--- src/core/srwd_pkg.sv ---
// constants shared by the supervisor reset and watchdog block
// What this block does
// - timeout output goes low after kick input sits 1.6 s without any edge.
// - watchdog count clears on system reset, undriven kick, and any kick edge.
// - undriven kick input disables the watchdog so no timeout can happen.
// - timeout output stays low until the watchdog count is next cleared.
// - low supply forces timeout output low, released at once on recovery.
// - once triggered, active-low reset output pulses low for 200 ms.
// - reset held while supply low, then 200 ms more after supply or manual release.
// - a watchdog timeout never starts a reset pulse by itself.
// - manual reset input sampled low starts a reset pulse.
// - undriven manual reset input counts as high because of its pull-up.
// - in the both-resets variant only, active-high reset output is the exact complement of active-low reset.
// - power-fail flag low while sense input is below threshold, else high.
// - build variant swaps watchdog and its output for an active-high reset.
// - build variant keeps watchdog but gives only the active-high reset output.
// - supply dip during a running reset pulse extends it at least 140 ms.
// - watchdog counts once reset is released and kick is actively driven.
package srwd_pkg;
  localparam int unsigned CLK_HZ           = 50_000_000;
  localparam int unsigned WDOG_TIMEOUT_MS  = 1600;  // 1.6 s
  localparam int unsigned RESET_PULSE_MS   = 200;
  localparam int unsigned BROWNOUT_EXT_MS  = 140;
  localparam int unsigned WDOG_CYCLES      = CLK_HZ / 1000 * WDOG_TIMEOUT_MS;
  localparam int unsigned RESET_CYCLES     = CLK_HZ / 1000 * RESET_PULSE_MS;
  localparam int unsigned CNT_W            = 27;
  localparam logic [1:0]  VARIANT_FULL     = 2'h0;  // watchdog + active-low reset
  localparam logic [1:0]  VARIANT_NO_WDOG  = 2'h1;  // both resets, no watchdog
  localparam logic [1:0]  VARIANT_HIGH_ONLY = 2'h2; // watchdog, active-high reset only
  typedef enum logic [1:0] {
    SRWD_RST_HOLD  = 2'b00,
    SRWD_RST_PULSE = 2'b01,
    SRWD_RST_IDLE  = 2'b10
  } srwd_rst_state_t;
endpackage : srwd_pkg

--- src/core/srwd_top.sv ---
// supervisor: reset pulse generator, watchdog and power-fail flag
`timescale 1ns/1ps
`default_nettype none
module srwd_top
  import srwd_pkg::*;
#(
  parameter logic [1:0]  VARIANT    = VARIANT_FULL,
  parameter int unsigned WDOG_TICKS = WDOG_CYCLES,
  parameter int unsigned RST_TICKS  = RESET_CYCLES
) (
  input  wire logic clk_in,
  input  wire logic reset_n_in,
  input  wire logic supply_low_in,
  input  wire logic manual_reset_n_in,
  input  wire logic manual_reset_undriven_in,
  input  wire logic watchdog_kick_in,
  input  wire logic watchdog_kick_undriven_in,
  input  wire logic powerfail_sense_in,
  output logic      reset_n_out,
  output logic      reset_out,
  output logic      watchdog_timeout_n_out,
  output logic      powerfail_flag_n_out
);
  // durations run as cycle counts of the free-running clock
  localparam logic [CNT_W-1:0] RST_LOAD  = CNT_W'(RST_TICKS);
  localparam logic [CNT_W-1:0] WDOG_LAST = CNT_W'(WDOG_TICKS - 1);
  localparam logic [CNT_W-1:0] CNT_ONE   = CNT_W'(1);
  localparam logic [CNT_W-1:0] CNT_ZERO  = '0;

  srwd_rst_state_t  state_q, state_d;
  logic [CNT_W-1:0] rst_cnt_q, rst_cnt_d;
  logic [CNT_W-1:0] wd_cnt_q;
  logic             wd_expired_q;
  logic             rst_asserted_q;
  logic             pf_n_q;
  logic             mr_n_raw;
  logic             mr_n_sync;
  logic             kick_sync;
  logic             kick_edge;
  logic             kick_float_q;
  logic             hold_cond;
  logic             wd_clear;
  logic             wd_present;
  logic             has_low_reset;
  logic             has_high_reset;

  // pull-up: an undriven manual reset line reads high
  assign mr_n_raw = manual_reset_n_in | manual_reset_undriven_in;

  srwd_sync #(.RESET_VAL(1'b1)) u_mr_sync (
    .clk_in     (clk_in),
    .reset_n_in (reset_n_in),
    .async_in   (mr_n_raw),
    .level_out  (mr_n_sync),
    .edge_out   ()
  );

  // kick edges only count once they have crossed both flops
  srwd_sync #(.RESET_VAL(1'b0)) u_kick_sync (
    .clk_in     (clk_in),
    .reset_n_in (reset_n_in),
    .async_in   (watchdog_kick_in),
    .level_out  (kick_sync),
    .edge_out   (kick_edge)
  );

  // reset held while supply low or manual reset low; watchdog has no say here
  assign hold_cond  = supply_low_in | !mr_n_sync;
  assign wd_present = (VARIANT != VARIANT_NO_WDOG);
  // named variant decodes keep the output muxes readable
  assign has_low_reset  = (VARIANT != VARIANT_HIGH_ONLY);
  assign has_high_reset = (VARIANT != VARIANT_FULL);

  // reset generator: hold, then count the pulse tail, then idle
  always_comb begin
    state_d   = state_q;
    rst_cnt_d = rst_cnt_q;
    case (state_q)
      SRWD_RST_HOLD: begin
        rst_cnt_d = RST_LOAD;
        if (!hold_cond) begin
          state_d = SRWD_RST_PULSE;
        end
      end
      SRWD_RST_PULSE: begin
        // a dip mid-pulse restarts the full tail, which exceeds 140 ms
        if (hold_cond) begin
          state_d = SRWD_RST_HOLD;
        end else if (rst_cnt_q <= CNT_ONE) begin
          state_d   = SRWD_RST_IDLE;
          rst_cnt_d = CNT_ZERO;
        end else begin
          rst_cnt_d = rst_cnt_q - CNT_ONE;
        end
      end
      SRWD_RST_IDLE: begin
        if (hold_cond) begin
          state_d = SRWD_RST_HOLD;
        end
      end
      default: begin
        state_d = SRWD_RST_HOLD;
      end
    endcase
  end

  // power-on starts in hold so reset is low from the first edge
  always_ff @(posedge clk_in or negedge reset_n_in) begin
    if (!reset_n_in) begin
      state_q        <= SRWD_RST_HOLD;
      rst_cnt_q      <= CNT_ZERO;
      rst_asserted_q <= 1'b1;
    end else begin
      state_q        <= state_d;
      rst_cnt_q      <= rst_cnt_d;
      rst_asserted_q <= (state_d != SRWD_RST_IDLE);
    end
  end

  // watchdog clear sources; undriven kick keeps it disabled
  assign wd_clear = rst_asserted_q | watchdog_kick_undriven_in | kick_edge;

  // watchdog timer; counting starts once reset drops and kick is driven
  always_ff @(posedge clk_in or negedge reset_n_in) begin
    if (!reset_n_in) begin
      wd_cnt_q     <= CNT_ZERO;
      wd_expired_q <= 1'b0;
      kick_float_q <= 1'b1;
    end else begin
      kick_float_q <= watchdog_kick_undriven_in;
      if (wd_clear || !wd_present) begin
        wd_cnt_q     <= CNT_ZERO;
        wd_expired_q <= 1'b0;
      end else if (wd_cnt_q >= WDOG_LAST) begin
        wd_expired_q <= 1'b1;
      end else begin
        wd_cnt_q <= wd_cnt_q + CNT_ONE;
      end
    end
  end

  // power-fail flag registered, independent of everything else
  always_ff @(posedge clk_in or negedge reset_n_in) begin
    if (!reset_n_in) begin
      pf_n_q <= 1'b1;
    end else begin
      pf_n_q <= !powerfail_sense_in;
    end
  end

  // outputs by variant; supply low forces timeout low with no stretch
  assign watchdog_timeout_n_out = wd_present ?
      !(wd_expired_q | supply_low_in) : 1'b1;
  assign reset_n_out = has_low_reset ? !rst_asserted_q : 1'b1;
  assign reset_out   = has_high_reset ? rst_asserted_q : 1'b0;
  assign powerfail_flag_n_out = pf_n_q;
endmodule // srwd_top
`default_nettype wire

--- src/core/srwd_sync.sv ---
// two-flop synchroniser with one-cycle edge outputs
`timescale 1ns/1ps
`default_nettype none
module srwd_sync
  import srwd_pkg::*;
#(
  parameter logic RESET_VAL = 1'b1
) (
  input  wire logic clk_in,
  input  wire logic reset_n_in,
  input  wire logic async_in,
  output logic      level_out,
  output logic      edge_out
);
  logic meta_q;
  logic sync_q;
  logic last_q;

  // meta_q feeds only sync_q; edges come from the settled pair
  always_ff @(posedge clk_in or negedge reset_n_in) begin
    if (!reset_n_in) begin
      meta_q <= RESET_VAL;
      sync_q <= RESET_VAL;
      last_q <= RESET_VAL;
    end else begin
      meta_q <= async_in;
      sync_q <= meta_q;
      last_q <= sync_q;
    end
  end

  assign level_out = sync_q;
  assign edge_out  = sync_q ^ last_q;
endmodule // srwd_sync
`default_nettype wire

--- config.mk ---
export PLATFORM = sky130hd
export DESIGN_NAME = srwd_top
export DESIGN_NICKNAME = d
export VERILOG_FILES = /design/src/core/srwd_pkg.sv /design/src/core/srwd_top.sv /design/src/core/srwd_sync.sv
export SDC_FILE = /design/constraint.sdc
export NUM_CORES = 1
export LEC_CHECK = 0
export BUFFER_PORTS_ARGS = -buffer_cell sky130_fd_sc_hd__buf_4
export CAP_MARGIN = 20
export CORE_MARGIN = 2
export CORE_UTILIZATION = 64
export CTS_BUF_LIST = sky130_fd_sc_hd__clkbuf_4
export DETAILED_ROUTE_END_ITERATION = 16
export GPL_TIMING_DRIVEN = 1
export PLACE_DENSITY_LB_ADDON = 0.15
export SETUP_SLACK_MARGIN = 0.3
export SYNTH_ARGS = -nofsm -noshare
export SYNTH_HDL_FRONTEND = slang
export SYNTH_SLANG_ARGS = --single-unit
--- constraint.sdc ---
create_clock -name clk_in -period 3 [get_ports clk_in]
set_input_delay 0.3 -clock clk_in [delete_from_list [all_inputs] [get_ports clk_in]]
set_output_delay 0.3 -clock clk_in [all_outputs]
set_load 0.05 [all_outputs]
-- Yosys cells after proc, flatten, opt, wreduce, memory -nomap -nowiden
Cells that the tools add are included.
- $add $sub $neg: 2
- $lt $le $gt $ge: 2
- eq/ne operators: 5
- mux-type cells: 12
- bitwise logic cells: 6
- reductions and logical operators: 8
- operators by type and width (cell ; count):
    $mux W27 ; 4
    $pmux W27 S2 ; 1
    $add A27 B1 Y27 const B ; 1
    $ge A27 B27 Y1 const B ; 1
    $le A27 B1 Y1 const B ; 1
    $sub A27 B1 Y27 const B ; 1
    $mux W2 ; 4
    $ne A2 B2 Y1 const B ; 3
    $pmux W2 S3 ; 1
    $or A1 B1 Y1 ; 5
    $logic_not A1 Y1 ; 4
    $reduce_bool A2 Y1 ; 2
    $eq A2 B1 Y1 const B ; 1
    $eq A2 B2 Y1 const B ; 1
    $logic_not A2 Y1 ; 1
    $mux W1 ; 2
    $reduce_and A2 Y1 ; 1
    $xor A1 B1 Y1 ; 1
- register bits after elaboration: 64
- output and inout port bits: 4
- word-level logic and storage cells: 46

-- Logic depth before layout (Yosys ltp)
- word-level depth: 5
- mapped depth: 9
- depth with buffers taken out: 7

-- Cells and area by module
A second synthesis with hierarchy kept.
- cell total of the unflattened synthesis: 389
- area, all modules: 3604.7 µm²
- by module, submodules not included (module ; instances ; cells an instance ; area an instance (µm²)):
    srwd_top ; 1 ; 381 ; 3433.3
    srwd_sync at u_mr_sync ; 1 ; 4 ; 87.6
    srwd_sync at u_kick_sync ; 1 ; 4 ; 83.8

-- Least setup slack after synthesis
OpenSTA, ideal clock, no wires.
- path type: flip-flop to flip-flop
- start: register wd_cnt_q[24]
- end: register wd_cnt_q[15]
- arrival time: 2128 ps
- required time: 2922 ps
- path slack: 794 ps
- stages on the path, launching flop included: 7
- buffers on the path: 1
- path through: dfrtp_1 -> or4_1 -> or2_1 -> o21a_4 -> buf_6 -> or4_1 -> a21oi_1
- word-level cells in the longest chain between the ends: 2
- RTL lines (what ; RTL line ; source):
    start, declared ; srwd_top.sv:32 ; logic [CNT_W-1:0] wd_cnt_q;
    start signal, assigned ; srwd_top.sv:137 ; wd_cnt_q <= wd_cnt_q + CNT_ONE;
    $ge A27 B27 Y1 ; srwd_top.sv:134 ; end else if (wd_cnt_q >= WDOG_LAST) begin
    $ne A2 B2 Y1 (no source line) ; n/a ;
No other way between the ends.
A chain may end at the register's enable or synchronous reset.

-- Worst setup path in the final report
- start: register wd_cnt_q[24]
- end: register wd_cnt_q[1]
The elaborated chain is that of the path after synthesis.

==> run metrics <==
skew final=23.7 ps; power density cells=461 mW/mm^2; # Max-Cap Violations=0; CTS root buf=clkbuf_4; fraction of registers with async set/reset=100%; DR iter-0 viols=206; Required @ worst endpoint=3320 ps; vias per inst=6.76; hold buffer count at cts=3; post-CTS sizing=0; vias in the first global route=3085; Worst path max stage delay=540 ps; DR WL/cell=17.2 um; largest net degree at the start of global routing=65; crit path cell chain=or4_1, a211o_1, nor3_2, buf_4, nor3b_1, o21a_1; NetSw=just under 500 uW; grt peak-use layer=met2; antenna cells=0; unrepaired setup endpoints after global routing=no; Compound-Gate Fraction of Synth Area=23.6%; Max Slew Vio Count=0; Worst EP arrival=about 2800 ps; Placement Cell Area=between 0.003 and 0.004 sq mm; Sink Count=64; Slew HR=46.3%; syn_area_per_cell=between 9 and 10 sq um; Synth Register Bits=64; final hold vios=0; Synth Area in Simple Gates=25.0%; CTS H-tree depth=3; P_int=1.32 mW; postcts setup bufs=0; Post-Synth XOR/XNOR Area=0.243%; Inserted Clock Buffers=9; fin cells=482; mux cell area share after synthesis=0.835%; startpoint types=flop; GRT met3 Usage=5.11%; clock share of power=between 30% and 40%; Clk Latency, worst-skew pair=430 ps; routability cong.=0.940; number of I/O port buffers=10; status=finished clean; Final period util=82.7%; commonest non-fill, non-tap cell in the layout=dfrtp_1; main flop type after synthesis=dfrtp_1; worst r2r dst=wd_cnt_q[1]; Mapped Nets=roughly 400; GR Util All Layers=29.2%; initial antenna violation count=0; main combinational cell family by area after synthesis=simple AND/OR/NAND/NOR gates; Post-synth EDFFs=0; switch share=between 20% and 30%; Critical Path Sink=wd_cnt_q[1]; mapped cell area=0.00360 sq mm; area grow syn2layout=8.90%; min Tclk post-route=2480 ps; final setup violation count=0; fmax=403 MHz; detailed-route via count=3257; cell count after placement=463; gr ovfl total=0; grt met2 use=49.2%; Initial Util=65.7%; FF-to-FF setup slack=520 ps; Die Wd=79.0 um; Logic pwr share=11.6%; most frequent cells in the layout=dfrtp_1 (60), a21oi_1 (42), nand2_1 (24); first-pass GRT wire length=14300 um; CP max FO=11; share of layout cells above drive strength 1=between 10% and 20%; pin slew with the least headroom to its limit=805 ps; Max IR drop VDD=~0.00035 V; Sequential Power Share=roughly half; Worst Setup Path Type=reg -> reg; Tightest Hold Check Type=in -> reg; CP max-delay cell=or4_1; r2r startpoint=wd_cnt_q[24]; R2R depth=6; Netlist cell types=54; DR pass1 iterations=4; Core ar.=0.00547 sq mm; Synth Instances=395; half-perimeter wire length after placement=5570 um; Setup TNS Final=0 ps; num rows=27; CP endpoint kind=flop; CTS tree=built; DRC violations left=0; Ports=12; top flop regs=rst_cnt_q: 27 flops, wd_cnt_q: 27 flops, state_q: 2 flops; CP startpoint=wd_cnt_q[24]; met1 Resource Use GR=36.8%; die height=79.0 um; Post-DRT Antenna Nets=0; Routed WL=between 8000 and 9000 um; synthesis warning total=0; CTS max path bufs=2; sequential area share after synthesis=~45%; Nets=416; Lkg Pwr=1.49 nW; Finished Cell Area=0.00392 sq mm; Clock transition at path regs=around 100 ps; Adder-Cell Fraction of Synth Area=1.04%; die area=between 0.006 and 0.007 sq mm
logic make-up after synthesis:
kind of cell	Yosys count
fa+ha+maj	3
mux	3
other cells	1
flops	64
compound gates	131
buf+inv	37
simple gates	155
xor+xnor	1
worst min-delay path by stage:
stage,from,end,slack [ps],depth (start not counted)
after global routing,manual_reset_n_in,u_mr_sync.meta_q,70,2
after floorplan,reset_n_in,rst_cnt_q[0],4,0
after detailed placement,u_kick_sync.meta_q,u_kick_sync.level_out,340,0
final,manual_reset_n_in,u_mr_sync.meta_q,70,2
after global placement,u_kick_sync.meta_q,u_kick_sync.level_out,330,0
after CTS,manual_reset_n_in,u_mr_sync.meta_q,60,2
metal layers:
| layer | vias up | share of wire, % |
|---|---|---|
| met5 | - | 0 |
| met4 | 0 | 2.4 |
| met3 | 21 | 4.4 |
| met2 | 98 | 50 |
| met1 | 1601 | 44 |
| li1 | 1537 | - |
critical path: cells and delay by family, from the launching register on:
kind                   cells  cell delay (ps)
AND/OR/NAND/NOR            3             1140
AO/OA/AOI/OAI              2              530
buffers and inverters      1              280
flip-flops                 1              430
stage by stage:
| step | power [mW] | setup slack, ps | util, % | hold slack, ps |
|---|---|---|---|---|
| floorplan | 1.08 | 794 | - | 4.41 |
| global placement | 1.15 | 646 | 68.2 | 334 |
| detailed placement | 1.15 | 552 | 68.2 | 336 |
| CTS | 1.81 | 541 | 71.6 | 55.8 |
| global route | 1.87 | 431 | 71.6 | 69.3 |
| finish | 1.81 | 518 | 71.6 | 66.8 |
synthesized netlist by cell type, drive strengths merged (3+ instances only):
| library cell | n | area (sq um) |
|---|---|---|
| o31ai | 20 | 150 |
| a31oi | 9 | 56.3 |
| nand3 | 17 | 85.1 |
| nor2 | 11 | 41.3 |
| nand2 | 24 | 90.1 |
| clkbuf | 16 | 60.1 |
| and2 | 4 | 25.0 |
| o21ai | 20 | 100 |
| nand2b | 12 | 75.1 |
| a21oi | 42 | 210 |
| a21o | 4 | 30.0 |
| or3 | 11 | 68.8 |
| or4 | 21 | 158 |
| buf | 9 | 57.6 |
| nor3 | 20 | 100 |
| ha | 3 | 37.5 |
| a22o | 6 | 52.6 |
| dfrtp | 60 | 1500 |
| o21a | 7 | 60.1 |
| dfstp | 4 | 105 |
| nand4 | 6 | 37.5 |
| o31a | 7 | 61.3 |
| mux2i | 3 | 30.0 |
| nor4 | 16 | 106 |
| inv | 12 | 45.0 |
power groups by stage:
| stage | logic, mW | registers (mW) | clock network, mW |
|---|---|---|---|
| floorplan | 0.147 | 0.937 | 0 |
| global placement | 0.201 | 0.947 | 0 |
| detailed placement | 0.204 | 0.950 | 0 |
| CTS | 0.209 | 0.933 | 0.669 |
| global route | 0.236 | 0.940 | 0.694 |
| finish | 0.210 | 0.934 | 0.663 |
cell type report:
class                   count  area (sq um)
fillers                   433          1560
repair buffers             24           188
well taps                  72          90.1
flip-flops and latches     64          1610
clock buffers              11          82.6
clock inverters             5          72.6
multi-input cells         294          1830
inverters                  12          45.0
Power figures use the tool's default switching activity.
